`src/stage_cmd_pkg.sv`:
```
// Package: timing, bundles and states for the stage command host controller
package stage_cmd_pkg;

    ////////////////////////////////////////////////////////////////////////////
    // Clock and timing
    localparam int CLK_PERIOD_NS   = 10;
    localparam int T_SETTLE_NS     = 1000;    // Relay pick / verify settle time
    localparam int T_FRESET_NS     = 2000;    // Forced reset pulse width
    localparam int T_READ_NS       = 5000;    // Read command width
    localparam int T_AUTO_RESET_NS = 10000;   // Wait for the unit's automatic reset

    // Least times round up to whole cycles
    localparam int SETTLE_CYC = (T_SETTLE_NS + CLK_PERIOD_NS - 1) / CLK_PERIOD_NS;
    localparam int FRESET_CYC = (T_FRESET_NS + CLK_PERIOD_NS - 1) / CLK_PERIOD_NS;
    localparam int READ_CYC   = (T_READ_NS + CLK_PERIOD_NS - 1) / CLK_PERIOD_NS;
    localparam int AUTO_CYC   = (T_AUTO_RESET_NS + CLK_PERIOD_NS - 1) / CLK_PERIOD_NS;

    localparam int TIMER_W    = 12;
    localparam int CODE_W     = 8;
    localparam int MAX_PRECHK = 3;            // Forced resets tried before giving up
    localparam int RETRY_W    = 2;

    ////////////////////////////////////////////////////////////////////////////
    // Line bundle toward the units (shared lines)
    typedef struct packed {
        logic [CODE_W-1:0] code;               // Command bits 8..1
        logic              read;               // Read command
        logic              force_reset;        // Forced reset
    } line_drive_t;

    // Outcome of one command cycle
    typedef struct packed {
        logic fail;                            // Units never showed reset
        logic used_complement;                 // Complement form was sent
        logic verify_match;                    // First verification matched
    } cmd_result_t;

    ////////////////////////////////////////////////////////////////////////////
    // Controller states
    typedef enum logic [3:0] {
        ST_IDLE      = 4'h0,
        ST_PRECHECK  = 4'h1,
        ST_FRESET    = 4'h2,
        ST_RECOVER   = 4'h3,
        ST_LOAD      = 4'h4,
        ST_LOAD_COMP = 4'h5,
        ST_READ      = 4'h6,
        ST_AUTO_WAIT = 4'h7,
        ST_DONE      = 4'h8
    } host_state_t;

endpackage

```
`src/cycle_timer.sv`:
```
// Down-counting interval timer
`timescale 1ns/1ps

module cycle_timer #(
    parameter int WIDTH = 12
) (
    // Clock and reset
    input  wire logic             i_clk,
    input  wire logic             i_srst,
    // Control
    input  wire logic             i_load,
    input  wire logic [WIDTH-1:0] i_count,
    // Status
    output logic                  o_done
);

    logic [WIDTH-1:0] cnt_r;
    logic [WIDTH-1:0] cnt_nxt;

    // Load count minus one so an interval of N lasts N cycles
    assign cnt_nxt = i_load ? (i_count - WIDTH'(1))
                   : (cnt_r != '0) ? (cnt_r - WIDTH'(1)) : cnt_r;
    assign o_done  = (cnt_r == '0);

    // Counter register
    always_ff @(posedge i_clk)
    begin
        if (i_srst)
            cnt_r <= '0;
        else
            cnt_r <= cnt_nxt;
    end

endmodule

```
`src/stage_cmd_host.sv`:
```
// Host controller that drives stage command decoder units over their lines
`timescale 1ns/1ps

// Operation
// Each unit has its own select line; command lines are shared.
// Never assert more than two unit selects at once.
// Unit latches selected state on select until reset.
// Unit stores the eight command bits while selected.
// Command bits stay valid for the whole time select is driven.
// Unit returns the complement of stored bits on verify lines.
// Unit ignores read unless already selected.
// Read enables decoding of stored command to one channel.
// Read on verify match; otherwise forced reset, reselect, complement, read.
// Forced reset clears selected state and input register.
// After a complement command, read without checking verification.
// Unit resets itself automatically at power-up.
// Unit resets itself automatically after read is removed.
// Bits 1-3 pick column, 4-6 row, 7-8 feed gate generator.
// Bit 8 marks true form (low) or complement form (high).
// Gate generator forms six read-qualified terms from bits 7, 8.
// A command and its complement activate the same channel.
// Column from bits 8,3,2,1; row from bits 8,7,6,5,4.
// Before loading, verify lines must be low; else forced reset, recheck.
// Row and column address a seven by sixteen output matrix; the unit model decodes sixteen rows by eight columns.
// Outputs are off when read is low or unit not selected.
// Unit samples its inputs on a local clock with counted reset pulse.
module stage_cmd_host #(
    parameter int N_UNITS = 4
) (
    // Clock and reset
    input  wire logic                          i_clk,
    input  wire logic                          i_srst,
    // Command request
    input  wire logic                          i_cmd_valid,
    input  wire logic [$clog2(N_UNITS)-1:0]    i_cmd_unit,
    input  wire logic [stage_cmd_pkg::CODE_W-1:0] i_cmd_code,
    output logic                               o_cmd_ready,
    // Command completion
    output logic                               o_done,
    output stage_cmd_pkg::cmd_result_t         o_result,
    // Unit lines
    output logic [N_UNITS-1:0]                 o_sel,
    output stage_cmd_pkg::line_drive_t         o_lines,
    input  wire logic [stage_cmd_pkg::CODE_W-1:0] i_verify
);

    localparam int TW = stage_cmd_pkg::TIMER_W;
    localparam int CW = stage_cmd_pkg::CODE_W;
    localparam int UW = $clog2(N_UNITS);

    ////////////////////////////////////////////////////////////////////////////
    // State and holding registers
    stage_cmd_pkg::host_state_t state_r;
    stage_cmd_pkg::host_state_t state_nxt;
    logic [UW-1:0]                     unit_r;
    logic [UW-1:0]                     unit_nxt;
    logic [CW-1:0]                     code_r;
    logic [CW-1:0]                     code_nxt;
    logic                              comp_r;        // Complement phase
    logic                              comp_nxt;
    logic [stage_cmd_pkg::RETRY_W-1:0] retry_r;
    logic [stage_cmd_pkg::RETRY_W-1:0] retry_nxt;
    stage_cmd_pkg::cmd_result_t        result_nxt;
    logic [N_UNITS-1:0]                sel_nxt;
    stage_cmd_pkg::line_drive_t        lines_nxt;
    logic                              done_nxt;

    // Timer wiring
    logic          t_load;
    logic [TW-1:0] t_count;
    logic          t_done;

    ////////////////////////////////////////////////////////////////////////////
    // Decodes of state and verify lines
    wire accept       = (state_r == stage_cmd_pkg::ST_IDLE) && i_cmd_valid;
    wire verify_clear = (i_verify == '0);
    wire verify_match = (i_verify == ~code_r);
    wire retry_out    = (retry_r == stage_cmd_pkg::RETRY_W'(stage_cmd_pkg::MAX_PRECHK));
    wire drive_sel    = (state_nxt == stage_cmd_pkg::ST_LOAD)
                     || (state_nxt == stage_cmd_pkg::ST_LOAD_COMP)
                     || (state_nxt == stage_cmd_pkg::ST_READ);

    assign o_cmd_ready = (state_r == stage_cmd_pkg::ST_IDLE);

    ////////////////////////////////////////////////////////////////////////////
    // Next state
    always_comb
    begin
        state_nxt  = state_r;
        unit_nxt   = unit_r;
        code_nxt   = code_r;
        comp_nxt   = comp_r;
        retry_nxt  = retry_r;
        result_nxt = o_result;
        done_nxt   = 1'b0;
        case (state_r)
            stage_cmd_pkg::ST_IDLE:
            begin
                if (accept)
                begin
                    unit_nxt   = i_cmd_unit;
                    code_nxt   = i_cmd_code;
                    comp_nxt   = 1'b0;
                    retry_nxt  = '0;
                    result_nxt = '0;
                    state_nxt  = stage_cmd_pkg::ST_PRECHECK;
                end
            end
            stage_cmd_pkg::ST_PRECHECK:
            begin
                if (t_done)
                begin
                    if (verify_clear)
                        state_nxt = stage_cmd_pkg::ST_LOAD;
                    else if (retry_out)
                    begin
                        result_nxt.fail = 1'b1;
                        state_nxt       = stage_cmd_pkg::ST_DONE;
                    end
                    else
                    begin
                        retry_nxt = retry_r + stage_cmd_pkg::RETRY_W'(1);
                        state_nxt = stage_cmd_pkg::ST_FRESET;
                    end
                end
            end
            stage_cmd_pkg::ST_FRESET:
            begin
                if (t_done)
                    state_nxt = stage_cmd_pkg::ST_RECOVER;
            end
            stage_cmd_pkg::ST_RECOVER:
            begin
                if (t_done)
                    state_nxt = comp_r ? stage_cmd_pkg::ST_LOAD_COMP
                                       : stage_cmd_pkg::ST_PRECHECK;
            end
            stage_cmd_pkg::ST_LOAD:
            begin
                if (t_done)
                begin
                    if (verify_match)
                    begin
                        result_nxt.verify_match = 1'b1;
                        state_nxt               = stage_cmd_pkg::ST_READ;
                    end
                    else
                    begin
                        comp_nxt                   = 1'b1;
                        result_nxt.used_complement = 1'b1;
                        state_nxt                  = stage_cmd_pkg::ST_FRESET;
                    end
                end
            end
            stage_cmd_pkg::ST_LOAD_COMP:
            begin
                if (t_done)
                    state_nxt = stage_cmd_pkg::ST_READ;
            end
            stage_cmd_pkg::ST_READ:
            begin
                if (t_done)
                    state_nxt = stage_cmd_pkg::ST_AUTO_WAIT;
            end
            stage_cmd_pkg::ST_AUTO_WAIT:
            begin
                if (t_done)
                    state_nxt = stage_cmd_pkg::ST_DONE;
            end
            stage_cmd_pkg::ST_DONE:
            begin
                done_nxt  = 1'b1;
                state_nxt = stage_cmd_pkg::ST_IDLE;
            end
            default:
                state_nxt = stage_cmd_pkg::ST_IDLE;
        endcase
    end

    ////////////////////////////////////////////////////////////////////////////
    // Interval per state, loaded on every state change
    assign t_load  = (state_nxt != state_r);
    assign t_count =
        (state_nxt == stage_cmd_pkg::ST_FRESET)    ? TW'(stage_cmd_pkg::FRESET_CYC) :
        (state_nxt == stage_cmd_pkg::ST_READ)      ? TW'(stage_cmd_pkg::READ_CYC)   :
        (state_nxt == stage_cmd_pkg::ST_AUTO_WAIT) ? TW'(stage_cmd_pkg::AUTO_CYC)   :
                                                     TW'(stage_cmd_pkg::SETTLE_CYC);

    cycle_timer #(
        .WIDTH   (TW)
    ) u_timer (
        .i_clk   (i_clk),
        .i_srst  (i_srst),
        .i_load  (t_load),
        .i_count (t_count),
        .o_done  (t_done)
    );

    ////////////////////////////////////////////////////////////////////////////
    // Line values for the coming state
    assign sel_nxt               = drive_sel ? (N_UNITS'(1) << unit_nxt) : '0;
    assign lines_nxt.code        = drive_sel ? (comp_nxt ? ~code_nxt : code_nxt) : '0;
    assign lines_nxt.read        = (state_nxt == stage_cmd_pkg::ST_READ);
    assign lines_nxt.force_reset = (state_nxt == stage_cmd_pkg::ST_FRESET);

    // Registers
    always_ff @(posedge i_clk)
    begin
        if (i_srst)
        begin
            state_r  <= stage_cmd_pkg::ST_IDLE;
            unit_r   <= '0;
            code_r   <= '0;
            comp_r   <= 1'b0;
            retry_r  <= '0;
            o_result <= '0;
            o_done   <= 1'b0;
            o_sel    <= '0;
            o_lines  <= '0;
        end
        else
        begin
            state_r  <= state_nxt;
            unit_r   <= unit_nxt;
            code_r   <= code_nxt;
            comp_r   <= comp_nxt;
            retry_r  <= retry_nxt;
            o_result <= result_nxt;
            o_done   <= done_nxt;
            o_sel    <= sel_nxt;
            o_lines  <= lines_nxt;
        end
    end
endmodule

```
`config.mk`:
```
export PLATFORM = sky130hd
export DESIGN_NAME = stage_cmd_host
export DESIGN_NICKNAME = d
export VERILOG_FILES = /design/src/stage_cmd_pkg.sv /design/src/cycle_timer.sv /design/src/stage_cmd_host.sv
export SDC_FILE = /design/constraint.sdc
export NUM_CORES = 1
export LEC_CHECK = 0
export ABC_AREA = 1
export BUFFER_PORTS_ARGS = -buffer_cell sky130_fd_sc_hd__buf_2
export CORE_ASPECT_RATIO = 0.5
export CORE_MARGIN = 3
export CORE_UTILIZATION = 35
export CTS_BUF_LIST = sky130_fd_sc_hd__clkbuf_8
export CTS_CLUSTER_SIZE = 14
export DETAILED_ROUTE_END_ITERATION = 8
export SLEW_MARGIN = 30
export SYNTH_ARGS = -nofsm -noshare
export SYNTH_HDL_FRONTEND = slang
export SYNTH_SLANG_ARGS = --single-unit
export TNS_END_PERCENT = 20
```
`constraint.sdc`:
```
create_clock -name i_clk -period 5.1 [get_ports i_clk]
set_clock_uncertainty 0.05 [all_clocks]
set_input_delay 0.765 -clock i_clk [delete_from_list [all_inputs] [get_ports i_clk]]
set_output_delay 0.765 -clock i_clk [all_outputs]
set_load 0.02 [all_outputs]
```
# ---- Yosys cells after proc, flatten, opt, wreduce, memory -nomap -nowiden
# Index checks and enable logic that the tools add are counted.
dict set report totals {
  regBits 47
  latchBits 0
  ram_bits 0
  mem_bits_ro 0
  input_bits 21
  output_inout_bits 19
  word_cells 102
  mem_count 0
}
dict set report classes {
  n_addsub 3
  n_mul 0
  n_div 0
  n_lt_le_gt_ge 0
  eq_ne 24
  shifts 1
  n_mux 42
  bitwise_logic 3
  reduce_logical 15
}
# op n
set ops {}
lappend ops {{4-bit 2-to-1 mux} 10}
lappend ops {{4-bit by 3-bit == test with 1-bit output, second input constant} 8}
lappend ops {{4-bit case mux with 8 select lines} 1}
lappend ops {{10-bit 2-to-1 mux} 3}
lappend ops {{12-bit 2-to-1 mux} 2}
lappend ops {{8-bit 2-to-1 mux} 3}
lappend ops {{8-bit NOT} 2}
lappend ops {{2-bit 2-to-1 mux} 7}
lappend ops {{2-bit inequality test, second input constant} 7}
lappend ops {{4-bit by 2-bit == test with 1-bit output, second input constant} 3}
lappend ops {{12-bit zero test} 1}
lappend ops {{12-bit nonzero test} 1}
lappend ops {{12-bit by 1-bit subtractor with 12-bit output, second input constant} 1}
lappend ops {{10-bit by 1-bit subtractor with 11-bit output, second input constant} 1}
lappend ops {{5-bit AND reduction} 2}
lappend ops {{1-bit 2-to-1 mux} 9}
lappend ops {{3-bit 2-to-1 mux} 3}
lappend ops {{8-bit == test} 1}
lappend ops {{8-bit zero test} 1}
lappend ops {{2-bit case mux with 2 select lines} 2}
lappend ops {{4-bit AND reduction} 2}
lappend ops {{2-bit nonzero test} 3}
lappend ops {{4-bit by 1-bit == test with 1-bit output, second input constant} 1}
lappend ops {{4-bit == test, second input constant} 1}
lappend ops {{other kinds (11)} 13}

# ---- Logic depth before layout (Yosys ltp)
# Gate-level depths: netlist of the first run.
dict set report logic_depth {
  word_depth 11
  mapped_depth 16
  ltp_nobuf 15
}

# ---- Hierarchy
# A second synthesis of the first run with hierarchy kept.
dict set report hier_totals {
  cells_unflattened 456
  area_unflattened_um2 2931.6
}
# mod instances cells_each area_per_inst_um2 seq_area_each_um2
set modules_own_cells {}
lappend modules_own_cells {stage_cmd_host 1 292 1958.1 700.7}
lappend modules_own_cells {cycle_timer 1 164 973.4 240.2}

# ---- Worst setup path after synthesis of the first run
# OpenSTA, ideal clock, no wires.
dict set report synth_timing {
  path_kind {input -> register}
  start {in i_verify[3] in the netlist's numbering}
  end {reg o_lines[8] in the netlist's numbering}
  setup_time_ps 66
  arrival_time_ps 1923
  required_ps 4984
  setup_slack_ps 3061
  cell_stages 11
  n_path_buf 1
  cell_sequence {nand2_1 inv_1 nor2_1 nand2_1 nor2_1 nand2_1 nand3_1 nand2_2 buf_2 or2_2 a21oi_2}
}
dict set report synth_via {
  elab_chain_len 9
  word_cells_on_any_way 18
  cone_classes {4 x eq/ne; 9 x mux; 1 x bitwise; 4 x reduce/logical}
}
# item line
set synth_rtl {}
lappend synth_rtl {{from (decl)} stage_cmd_host.sv:44} ;# input wire logic [stage_cmd_pkg::CODE_W-1:0] i_verify
lappend synth_rtl {{8-bit == test or 8-bit zero test (tied branches)} {stage_cmd_host.sv:77, stage_cmd_host.sv:76}}
lappend synth_rtl {{3-bit 2-to-1 mux or 4-bit 2-to-1 mux (tied branches)} {stage_cmd_host.sv:142, stage_cmd_host.sv:113}}
lappend synth_rtl {{4-bit 2-to-1 mux, on equally long branches} {stage_cmd_host.sv:140, stage_cmd_host.sv:111}}
lappend synth_rtl {{4-bit case mux with 8 select lines} stage_cmd_host.sv:96} ;# case (state_r)
lappend synth_rtl {{4-bit by 3-bit == test with 1-bit output, on equally long branches} {stage_cmd_host.sv:79, stage_cmd_host.sv:80}}
lappend synth_rtl {{1-bit logical OR} stage_cmd_host.sv:80} ;# || (state_nxt == stage_cmd_pkg::ST_LOAD_COMP)
lappend synth_rtl {{1-bit logical OR} stage_cmd_host.sv:81} ;# || (state_nxt == stage_cmd_pkg::ST_READ);
lappend synth_rtl {{1-bit NOT (no line)} --}
lappend synth_rtl {{2-bit OR reduction (no line)} --}
lappend synth_rtl {{to (signal assigned)} stage_cmd_host.sv:231} ;# o_lines <= lines_nxt;
lappend synth_rtl {{to (decl)} stage_cmd_host.sv:43} ;# output stage_cmd_pkg::line_drive_t o_lines,
# Parallel ways exist; a longest one is shown, timed or not.
# A chain may end at the register's enable or synchronous reset.

# ---- Final worst setup path of the first run
dict set report layout_timing {
  start {reg u_timer.cnt_r[0]}
  end {reg o_sel[3]}
}
dict set report layout_via {
  elab_chain_len 8
  word_cells_on_any_way 16
  cone_classes {3 x eq/ne; 8 x mux; 1 x bitwise; 4 x reduce/logical}
}
# item line
set layout_rtl {}
lappend layout_rtl {{from (decl)} cycle_timer.sv:17} ;# logic [WIDTH-1:0] cnt_r;
lappend layout_rtl {{from (signal assigned)} cycle_timer.sv:31} ;# cnt_r <= cnt_nxt;
lappend layout_rtl {{12-bit zero test *} cycle_timer.sv:23} ;# assign o_done = (cnt_r == '0);
lappend layout_rtl {{4-bit 2-to-1 mux (tied with other cells)} stage_cmd_host.sv:167} ;# if (t_done)
lappend layout_rtl {{4-bit case mux with 8 select lines *} stage_cmd_host.sv:96}
lappend layout_rtl {{4-bit by 3-bit == test with 1-bit output, on equally long branches} {stage_cmd_host.sv:79, stage_cmd_host.sv:80}}
lappend layout_rtl {{1-bit logical OR} stage_cmd_host.sv:80}
lappend layout_rtl {{1-bit logical OR *} stage_cmd_host.sv:81}
lappend layout_rtl {{1-bit NOT (no line) *} --}
lappend layout_rtl {{2-bit OR reduction (no line) *} --}
lappend layout_rtl {{to (signal assigned)} stage_cmd_host.sv:230} ;# o_sel <= sel_nxt;
lappend layout_rtl {{to (decl)} stage_cmd_host.sv:42} ;# output logic [N_UNITS-1:0] o_sel,
# Mark *: on every way between the ends. The rest lies on a longest branch, timed or not.

==> run_results.csv, run 1 <==
group,metric,value,unit
timing,finalSetupTns,0,ps
clock_tree,root_buffer,"clkbuf_8",
drt,post_drt_via_cell_ratio,4.53,
logic_synthesis,synth_adder_area_share,0.974,%
worst_setup_path,crit_chain,"inv_1 > ha_1 > nand2_2 > nor2_4 > nand2_4 > inv_1 > nand4_1 > nand2_1 > inv_1 > nand2_1 > o211ai_2 > nor3_1",
worst_setup_path,critPathBufInv,3,
logic_synthesis,syn-cell-area,0.00257,sq mm
die,die_h,66.6,um
timing,min_period,2460,ps
global_route,grt_antenna_before_repair,0,
global_route,grt_pass1_vias,2086,
drt,first_iter_violations,95,
worst_setup_path,reg2reg_slack,2640,ps
min_path,hold_start,"o_result[0]$_SDFFE_PP0P_",
timing,finalHoldViolCount,0,
logic_synthesis,ys_types,39,
timing,relSlewSlack,47.4,%
logic_synthesis,synth_edf_count,0,
timing,timing.final.crit_share,48.2,%
clock_tree,clk_pin_slew_worst_paths,90,ps
logic_synthesis,synth_top_flop_cell,"dfxtp_1",
timing,rsz0062_at_grt,"false",
global_route,grt_max_degree,24,
timing,setup_viol,0,
min_path,hold_class,"reg2reg",
logic_synthesis,synth_top_cell_area_share,36.6,%
power_and_ir_drop,ir_drop,0.000158,V
die,fp.dieArea,0.00847,sq mm
worst_setup_path,crit_family,"simple AND/OR/NAND/NOR gates",
logic_synthesis,synthTopCellsByArea,"dfxtp_1, nand2_1, nor2_1",
logic_synthesis,synth_top_family_by_area,"simple AND/OR/NAND/NOR gates",
worst_setup_path,endpoint,"o_sel[3]$_SDFF_PP0_",
run_status,run_status,"completed",
placed_design,place_area,0.00282,sq mm
logic_synthesis,yosysMostFrequentCell,"nand2_1",
min_path,whs_path_depth,2,
clock_tree,tritoncts,"done",
worst_setup_path,worstSetupPathDepth,12,
placed_design,port-buffer-count,39,
logic_synthesis,synthXorXnorAreaFrac,2.39,%
timing,clock.fmax,407,MHz
logic_synthesis,synthMuxAreaShare,1.95,%
worst_setup_path,r2r_end,"o_sel[3]$_SDFF_PP0_",
clock_tree,cts_made_buffers,5,
clock_tree,cts_sinks,47,
placed_design,place_ws,2540,ps
worst_setup_path,worstSetupPathType,"reg2reg",
logic_synthesis,ys_ff_latch,47,
die,die_x,127,um
die,io_pins,40,
drt,drc_errors,0,
timing,drv_slew,0,
logic_synthesis,synth-compound-area-share,9.45,%
power_and_ir_drop,power.density,463,mW/mm^2
finish,seq_area,941,sq um
drt,final_antenna_net_count,0,
flow_run,drv_cap,0,
drt,routed_wl,5580,um
worst_setup_path,slowest_stage,"o211ai_2",
drt,vias,2273,
finish,multi_input_area,0.00139,sq mm
worst_setup_path,critPathMaxFanout,13,
clock_tree,clk_path_buf_depth,2,
finish,stdcell_area,0.00292,sq mm
clock_tree,postCtsResizedCells,0,
logic_synthesis,async_reset_ff_share,0,%
worst_setup_path,required,5270,ps
logic_synthesis,synthTopCellsByCount,"nand2_1, nor2_1, dfxtp_1",
die,rows,21,
global_route,overflow,0,
clock_tree,postCtsHoldBufs,0,
worst_setup_path,critPathLaunch,"u_timer.cnt_r[0]$_SDFFE_PP0P_",
timing,worst_slew_pin_slew,786,ps
logic_synthesis,synth_area_leader_cell,"dfxtp_1",
logic_synthesis,ys_seq_area_share,36.6,%
drt,routedWlPerCell,11.1,um
worst_setup_path,cpMostUsedCell,"inv_1",
finish,diodes,0,
finish,fillers,763,
placed_design,hpwl,4220,um
worst_setup_path,end_kind,"flip-flop",
logic_synthesis,syn_nets,394,
finish,drive_gt1_share,21.5,%
placed_design,place_congestion,0.855,
worst_setup_path,cp-start-kind,"flip-flop",
clock_tree,postCtsSetupBuffers,0,
logic_synthesis,yosys.area_share.simple,39.4,%
die,core,0.00688,sq mm
global_route,track_usage,14.6,%
power_and_ir_drop,p_total,1350,uW
die,initial_core_util,37.3,%
clock_tree,insertion_delay,310,ps
placed_design,placed_cells,494,
finish,area_delta_synth_final,13.6,%
worst_setup_path,arrival,2630,ps
power_and_ir_drop,leakage,0.00147,uW
timing,setup_ws,2640,ps
worst_setup_path,reg2regPathDepth,12,
logic_synthesis,syn_area_per_cell,6.92,sq um
logic_synthesis,ys_warn_count,0,
worst_setup_path,slowest_delay,320,ps
drt,firstDrtPassIters,4,
global_route,grt_pass1_wl,9630,um
logic_synthesis,synthCells,371,
finish,fin_cells,502,
clock_tree,h-tree-depth,2,
finish,final_nets,432,
worst_setup_path,r2r_start,"u_timer.cnt_r[0]$_SDFFE_PP0P_",
## worst min-delay path, cell delays in order (launching register included)
cell and delay (ps):
dfxtp_1 310, inv_1 40, a21oi_1 50
## stage by stage
| stage | utilization (%) | hold WS, ps |
|---|---|---|
| 2_1_floorplan | - | 391 |
| 3_5_place_dp | 41.0 | 387 |
| 4_1_cts | 42.4 | 400 |
| 6_report | 42.4 | 399 |
| 3_3_place_gp | 41.0 | 385 |
| 5_1_grt | 42.4 | 420 |
## per-layer routing
layer  vias to the layer above  GRT usage (%)  routed length [um]
met3                         6           6.00                 277
met1                       993           19.0                2870
li1                       1241              -                   -
met2                        33           22.6                2370
met5                         -              0                   0
met4                         0           3.61                  57
## cells in the final DEF (no fill, tap or decap), types with 2 or more instances in the layout
cell type / n
buf_2: 39
a21oi_2: 8
dfxtp_1: 47
nor2_2: 4
clkbuf_8: 6
nand2_4: 2
nor3_1: 2
nand3_4: 2
or2_2: 11
inv_2: 2
mux2i_1: 5
nand2_2: 5
inv_1: 46
nand4_1: 3
nor4_1: 2
nor3_2: 2
nor2_1: 64
a21oi_1: 10
o21ai_0: 11
xnor2_1: 2
xor2_1: 5
ha_1: 2
nand2_1: 87
nand3_1: 28
## area by class of cell
type | count | share of cell area, %
clock buffer | 6 | 2.83
clock inverter | 2 | 0.429
inverter | 48 | 6.17
multi-input combinational | 268 | 47.7
sequential | 47 | 32.2
tap | 92 | 3.95
timing repair buffer | 39 | 6.69
## cells by family (layout without fill, tap and decap cells)
group	count (synthesis)	count (layout)
AO/OA/AOI/OAI	36	36
adder cells (fa/ha/maj)	2	2
multiplexers	5	5
XOR/XNOR	7	7
flip-flops	47	47
AND/OR/NAND/NOR	218	218
buffers and inverters	56	95
## worst min path at each step
| stage | to | slack [ps] |
|---|---|---|
| 6_report | o_result[0]$_SDFFE_PP0P_ | 400 |
| 5_1_grt | o_result[1]$_SDFFE_PP0P_ | 420 |
| 4_1_cts | o_result[0]$_SDFFE_PP0P_ | 400 |
| 3_5_place_dp | o_result[0]$_SDFFE_PP0P_ | 390 |
| 3_3_place_gp | o_result[0]$_SDFFE_PP0P_ | 390 |
| 2_1_floorplan | retry_r[1]$_SDFFE_PP0P_ | 390 |
## power breakdown
part	switching, uW	internal, uW
sequential	51.6	431
clock	129	109
combinational	409	222
## flip-flops by register name, indices dropped and copies added, names as in the netlist
name and cells:
retry_r 2, o_result 3, u_timer.cnt_r 12, state_r 4, code_r 8, o_sel 4, o_done 1, o_lines 10
comp_r 1, unit_r 2
Note: power is estimated with default switching activity, not from simulation.
==> run 2, diff against run 1 <==
clock period = 2 ns   (was 5.1 ns; I/O delays follow)
==> run 2 against run 1 <==
  * Clock power rose by 140%
  * Register-to-register slack got worse by 2600 ps
  * Core utilization increased by 4.8 points
  * Worst setup slack got worse by 2600 ps
  * Cell area grew 11%
  * Critical path type unchanged
  * Largest power group unchanged
==> run_results.csv, run 2 (synthesis gave the netlist of run 1 again) <==
group,metric,value,unit
run_status,run_status,"completed",
die,core,0.00688,sq mm
placed_design,place_congestion,0.865,
die,initial_core_util,37.3,%
worst_setup_path,crit_family,"simple AND/OR/NAND/NOR gates",
die,die_h,66.6,um
die,io_pins,40,
min_path,hold_class,"in2reg",
worst_setup_path,critPathMaxFanout,5,
placed_design,place_area,0.00303,sq mm
worst_setup_path,worstSetupPathDepth,12,
timing,min_period,1920,ps
placed_design,hpwl,4650,um
finish,top_register,"u_timer.cnt_r",
worst_setup_path,cp-start-kind,"flip-flop",
die,die_x,127,um
timing,finalHoldViolCount,0,
worst_setup_path,worstSetupPathType,"reg2reg",
drt,post_drt_via_cell_ratio,4.63,
timing,timing.final.crit_share,95.8,%
flow_run,drv_cap,0,
finish,stdcell_area,0.00325,sq mm
worst_setup_path,crit_chain,"nor2_1 > nand2_1 > nor2_4 > buf_6 > a21oi_1 > nor2_1 > nand2_2 > a21oi_1 > nand2_1 > nand2_1 > nand2_1 > a21oi_2",
timing,drv_slew,0,
clock_tree,h-tree-depth,2,
worst_setup_path,slowest_delay,340,ps
global_route,overflow,0,
drt,firstDrtPassIters,4,
finish,largest_registers,"u_timer.cnt_r (12), o_lines (10), code_r (8)",
clock_tree,insertion_delay,310,ps
clock_tree,clk_pin_slew_worst_paths,90,ps
drt,routedWlPerCell,11.3,um
clock_tree,cts_made_buffers,5,
clock_tree,tritoncts,"done",
clock_tree,cts_sinks,47,
finish,area_delta_synth_final,26.4,%
drt,drc_errors,0,
finish,diodes,0,
worst_setup_path,slowest_stage,"dfxtp_1",
worst_setup_path,required,2190,ps
timing,rsz0062_at_grt,"true",
global_route,grt_max_degree,23,
drt,final_antenna_net_count,0,
finish,final_core_util,47.2,%
clock_tree,postCtsHoldBufs,0,
placed_design,port-buffer-count,39,
finish,drive_gt1_share,33.3,%
power_and_ir_drop,leakage,0.00162,uW
power_and_ir_drop,power.density,1200,mW/mm^2
timing,clock.fmax,522,MHz
power_and_ir_drop,ir_drop,0.000417,V
drt,first_iter_violations,159,
clock_tree,clk_path_buf_depth,2,
die,fp.dieArea,0.00847,sq mm
timing,relSlewSlack,76.4,%
finish,final_common_cell,"nand2_1",
timing,worst_slew_pin_slew,351,ps
finish,final_nets,463,
timing,setup_viol,0,
global_route,grt_pass1_vias,2251,
min_path,whs_path_depth,3,
finish,largest_reg_flops,12,
drt,vias,2467,
clock_tree,root_buffer,"clkbuf_8",
drt,routed_wl,6040,um
finish,final_cell_mix,"nand2_1, nor2_1, dfxtp_1, inv_1, buf_2",
worst_setup_path,reg2regPathDepth,12,
worst_setup_path,cpMostUsedCell,"nand2_1",
global_route,grt_antenna_before_repair,0,
global_route,grt_pass1_wl,10100,um
die,rows,21,
worst_setup_path,critPathBufInv,1,
global_route,track_usage,14.9,%
worst_setup_path,arrival,2110,ps
worst_setup_path,end_kind,"flip-flop",
## run 2: changes by cell type in the layout (fill, tap and decap cells not counted), moves of 4 or more
cell and delta:
dfxtp_2 +5, buf_4 +29, inv_1 -5, nand2_1 -5, inv_2 +4, dfxtp_1 -5
## run 2: worst register-to-register path, delay by kind of cell, from the launching register on
kind	cells	cell delay, ps
AO/OA/AOI/OAI	3	380
buffers and inverters	1	130
flip-flops	1	340
AND/OR/NAND/NOR	8	960
## run 2: timing repair
| item | in CTS | in global routing |
|---|---|---|
| buffers inserted | 0 | 3 |
| endpoints found under the hold margin | 0 | 0 |
| endpoints found under the setup margin | 0 | 26 |
| resized for setup | 0 | 34 |
## run 2: routing by layer
metal | vias up | share of wire [%] | GRT usage (%)
li1 | 1296 | - | -
met1 | 1109 | 50 | 19.3
met2 | 49 | 43 | 23.5
met3 | 13 | 5.6 | 4.72
met4 | 0 | 2.0 | 5.35
met5 | - | 0 | 0
## run 2: report_power, final
group	switching, uW	internal (uW)	total (uW)
logic	1210	879	2090
clock network	322	240	562
registers	133	1110	1240
total	1660	2220	3890
## run 2: through the flow
step           std cells  hold WS [ps]  setup WS (ps)  TNS (ps)  total power (uW)
5_1_grt              533           210          -55.4      -316              4210
6_report             533           207           83.8         0              3890
2_1_floorplan        371           319           66.3         0              2570
3_3_place_gp         522           387           86.3         0              3140
3_5_place_dp         522           392           2.40         0              3140
4_1_cts              530           196           1.97         0              3720
## run 2: final cells by class
class | instances | area [sq um]
Multi-Input combinational cell | 268 | 1480
Clock inverter | 3 | 16.3
Fill cell | 739 | 3640
Inverter | 48 | 184
Timing Repair Buffer | 70 | 435
Clock buffer | 5 | 68.8
Sequential cell | 47 | 947
Tap cell | 92 | 115
## run 2: worst paths after layout
check | from | end | slack (ps)
max reg2reg | u_timer.cnt_r[4]$_SDFFE_PP0P_ | u_timer.cnt_r[8]$_SDFFE_PP0P_ | 80
min reg2reg | o_result[0]$_SDFFE_PP0P_ | o_result[0]$_SDFFE_PP0P_ | 400
min | i_cmd_code[3] | code_r[3]$_SDFF_PP0_ | 210
max | u_timer.cnt_r[4]$_SDFFE_PP0P_ | u_timer.cnt_r[8]$_SDFFE_PP0P_ | 80
==> run 3, diff against run 2 <==
CAP_MARGIN = 10   (was not set)
CORE_ASPECT_RATIO = 0.6   (was 0.5)
PLACE_DENSITY_LB_ADDON = 0.15   (was not set)
==> run 3 against run 2 <==
  * Combinational power is 8% higher
  * First-iteration DRC count increased by 31%
  * Cell count shrank 0.38%
  * Sequential cell count unchanged
  * Cell area increased by 3.8%
  * Via count up 0.16%
  * Routed wire length rose by 12%
  * Worst setup slack lost 41 ps
  * Sequential share of layout area down 1.1 points
  * Clock-buffer cell count stayed put
  * Largest power group unchanged
==> run_results.csv, run 3 (synthesis gave the netlist of run 1 again) <==
group,metric,value,unit
run_status,run_status,"completed",
clock_tree,clk_pin_slew_worst_paths,90,ps
finish,largest_reg_flops,12,
global_route,grt_pass1_wl,10500,um
finish,final_nets,467,
min_path,hold_end,"code_r[4]$_SDFF_PP0_",
timing,drv_slew,0,
die,io_pins,40,
worst_setup_path,reg2regPathDepth,12,
timing,relSlewSlack,77.8,%
drt,post_drt_via_cell_ratio,4.65,
finish,fillers,685,
drt,first_iter_violations,208,
timing,clock.fmax,511,MHz
timing,worst_slew_pin_slew,331,ps
clock_tree,cts_sinks,47,
finish,area_delta_synth_final,31.2,%
global_route,grt_antenna_before_repair,0,
drt,firstDrtPassIters,7,
worst_setup_path,critPathMaxFanout,4,
finish,fin_cells,531,
die,die_x,117,um
worst_setup_path,crit_family,"simple AND/OR/NAND/NOR gates",
finish,stdcell_area,0.00337,sq mm
worst_setup_path,critPathBufInv,2,
drt,drc_errors,0,
finish,final_common_cell,"nand2_1",
finish,final_core_util,49.0,%
timing,finalHoldViolCount,0,
global_route,overflow,0,
worst_setup_path,slowest_stage,"dfxtp_1",
worst_setup_path,worstSetupPathType,"reg2reg",
clock_tree,root_buffer,"clkbuf_8",
global_route,grt_pass1_vias,2165,
timing,timing.final.crit_share,97.8,%
power_and_ir_drop,clkPwrFrac,16.3,%
placed_design,port-buffer-count,39,
clock_tree,tritoncts,"done",
clock_tree,postCtsHoldBufs,0,
power_and_ir_drop,leakage,0.00167,uW
drt,routed_wl,6780,um
finish,top_register,"u_timer.cnt_r",
finish,multi_input_area,0.00156,sq mm
power_and_ir_drop,power.density,1240,mW/mm^2
worst_setup_path,end_kind,"flip-flop",
min_path,hold_start,"i_cmd_code[4]",
die,die_h,72.4,um
global_route,track_usage,15.9,%
min_path,hold_class,"in2reg",
finish,largest_registers,"u_timer.cnt_r (12), o_lines (10), code_r (8)",
timing,setup_viol,0,
finish,diodes,0,
worst_setup_path,r2r_end,"u_timer.cnt_r[8]$_SDFFE_PP0P_",
clock_tree,clk_path_buf_depth,2,
power_and_ir_drop,switching_share,42.5,%
clock_tree,h-tree-depth,2,
power_and_ir_drop,switchingPower,1780,uW
worst_setup_path,slowest_delay,370,ps
worst_setup_path,arrival,2140,ps
timing,rsz0062_at_grt,"true",
die,fp.dieArea,0.00844,sq mm
finish,drive_gt1_share,34.7,%
worst_setup_path,cp-start-kind,"flip-flop",
flow_run,drv_cap,0,
die,rows,23,
min_path,whs_path_depth,3,
power_and_ir_drop,pwr-share-seq,29.8,%
die,core,0.00688,sq mm
placed_design,place_congestion,0.913,
power_and_ir_drop,ir_drop,0.000502,V
drt,final_antenna_net_count,0,
power_and_ir_drop,p_int,2410,uW
worst_setup_path,reg2reg_slack,40,ps
worst_setup_path,required,2190,ps
clock_tree,insertion_delay,300,ps
placed_design,placed_cells,514,
finish,final_cell_mix,"nand2_1, nor2_1, dfxtp_1, inv_1, buf_2",
drt,routedWlPerCell,12.8,um
power_and_ir_drop,comb_power_share,53.9,%
placed_design,hpwl,4980,um
worst_setup_path,crit_chain,"nor2_2 > nand2_4 > nor2_4 > buf_4 > nand3_2 > o21ai_2 > nor2_2 > nand2_4 > inv_4 > nand3_2 > nand2_1 > a21oi_2",
timing,min_period,1960,ps
finish,seq_area,947,sq um
placed_design,place_area,0.00302,sq mm
global_route,grt_max_degree,23,
worst_setup_path,r2r_start,"u_timer.cnt_r[3]$_SDFFE_PP0P_",
clock_tree,cts_made_buffers,5,
timing,setup_ws,43.1,ps
die,initial_core_util,37.3,%
placed_design,place_ws,-15.1,ps
drt,vias,2471,
## run 3: changes by cell type in the layout (fill, tap and decap cells not counted), sizes merged
cell / previous run / this run
buf: 70 / 72
bufinv: 0 / 1
clkinv: 2 / 1
clkinvlp: 2 / 0
inv: 47 / 48
nand3: 31 / 32
nor2: 70 / 71
## run 3: layout make-up
class | instances | area share (%)
clock buffer | 5 | 2.04
clock inverter | 2 | 1.00
inverter | 48 | 5.50
multi-input combinational | 270 | 46.2
sequential | 47 | 28.1
tap | 87 | 3.23
timing repair buffer | 72 | 14.0
## run 3: worst min-delay path: cells and delay by family
family        cells  cell delay, ps
mux               1              80
simple gates      1              80
buf+inv           1              70
## run 3: metal layers
metal / vias up / share of wire [%] / routed length (um) / track usage, %
met5: - / 0 / 0 / 0
met4: 0 / 0.66 / 45 / 3.44
met3: 4 / 6.7 / 457 / 4.58
met2: 79 / 37 / 2500 / 20.1
met1: 1077 / 56 / 3770 / 25.8
li1: 1311 / - / - / -
## run 3: worst max path at each step
stage | startpoint | end | slack, ps | depth (start not counted)
floorplan | u_timer.cnt_r[0]$_SDFFE_PP0P_ | o_sel[2]$_SDFF_PP0_ | 70 | 13
global placement | state_r[0]$_SDFF_PP0_ | u_timer.cnt_r[8]$_SDFFE_PP0P_ | -2 | 11
CTS | u_timer.cnt_r[4]$_SDFFE_PP0P_ | u_timer.cnt_r[8]$_SDFFE_PP0P_ | 5 | 12
finish | u_timer.cnt_r[3]$_SDFFE_PP0P_ | u_timer.cnt_r[8]$_SDFFE_PP0P_ | 40 | 12
detailed placement | u_timer.cnt_r[1]$_SDFFE_PP0P_ | o_lines[9]$_SDFF_PP0_ | -20 | 13
global route | u_timer.cnt_r[2]$_SDFFE_PP0P_ | u_timer.cnt_r[9]$_SDFFE_PP0P_ | -70 | 12
## run 3: power by group through the flow
stage                     clock [uW]  combinational, uW  sequential, uW
after floorplan                    0               1340            1240
after global placement             0               1870            1240
after detailed placement           0               1870            1240
after CTS                        716               1890            1220
after global routing             747               2510            1270
final                            683               2250            1250
## run 3: per-stage QoR
step	total power, uW	TNS, ps	hold slack, ps
after global placement	3110	-2.25	388
after CTS	3830	0	204
after global routing	4530	-658	237
after floorplan	2570	0	319
after detailed placement	3110	-44.6	398
final	4180	0	209
## run 3: timing repair
action	CTS	global route
setup buffers	1	7
cloned	0	2
gates resized for setup	1	50
hold endpoints to repair	0	0
pin swaps	1	13
setup endpoints to repair	13	25
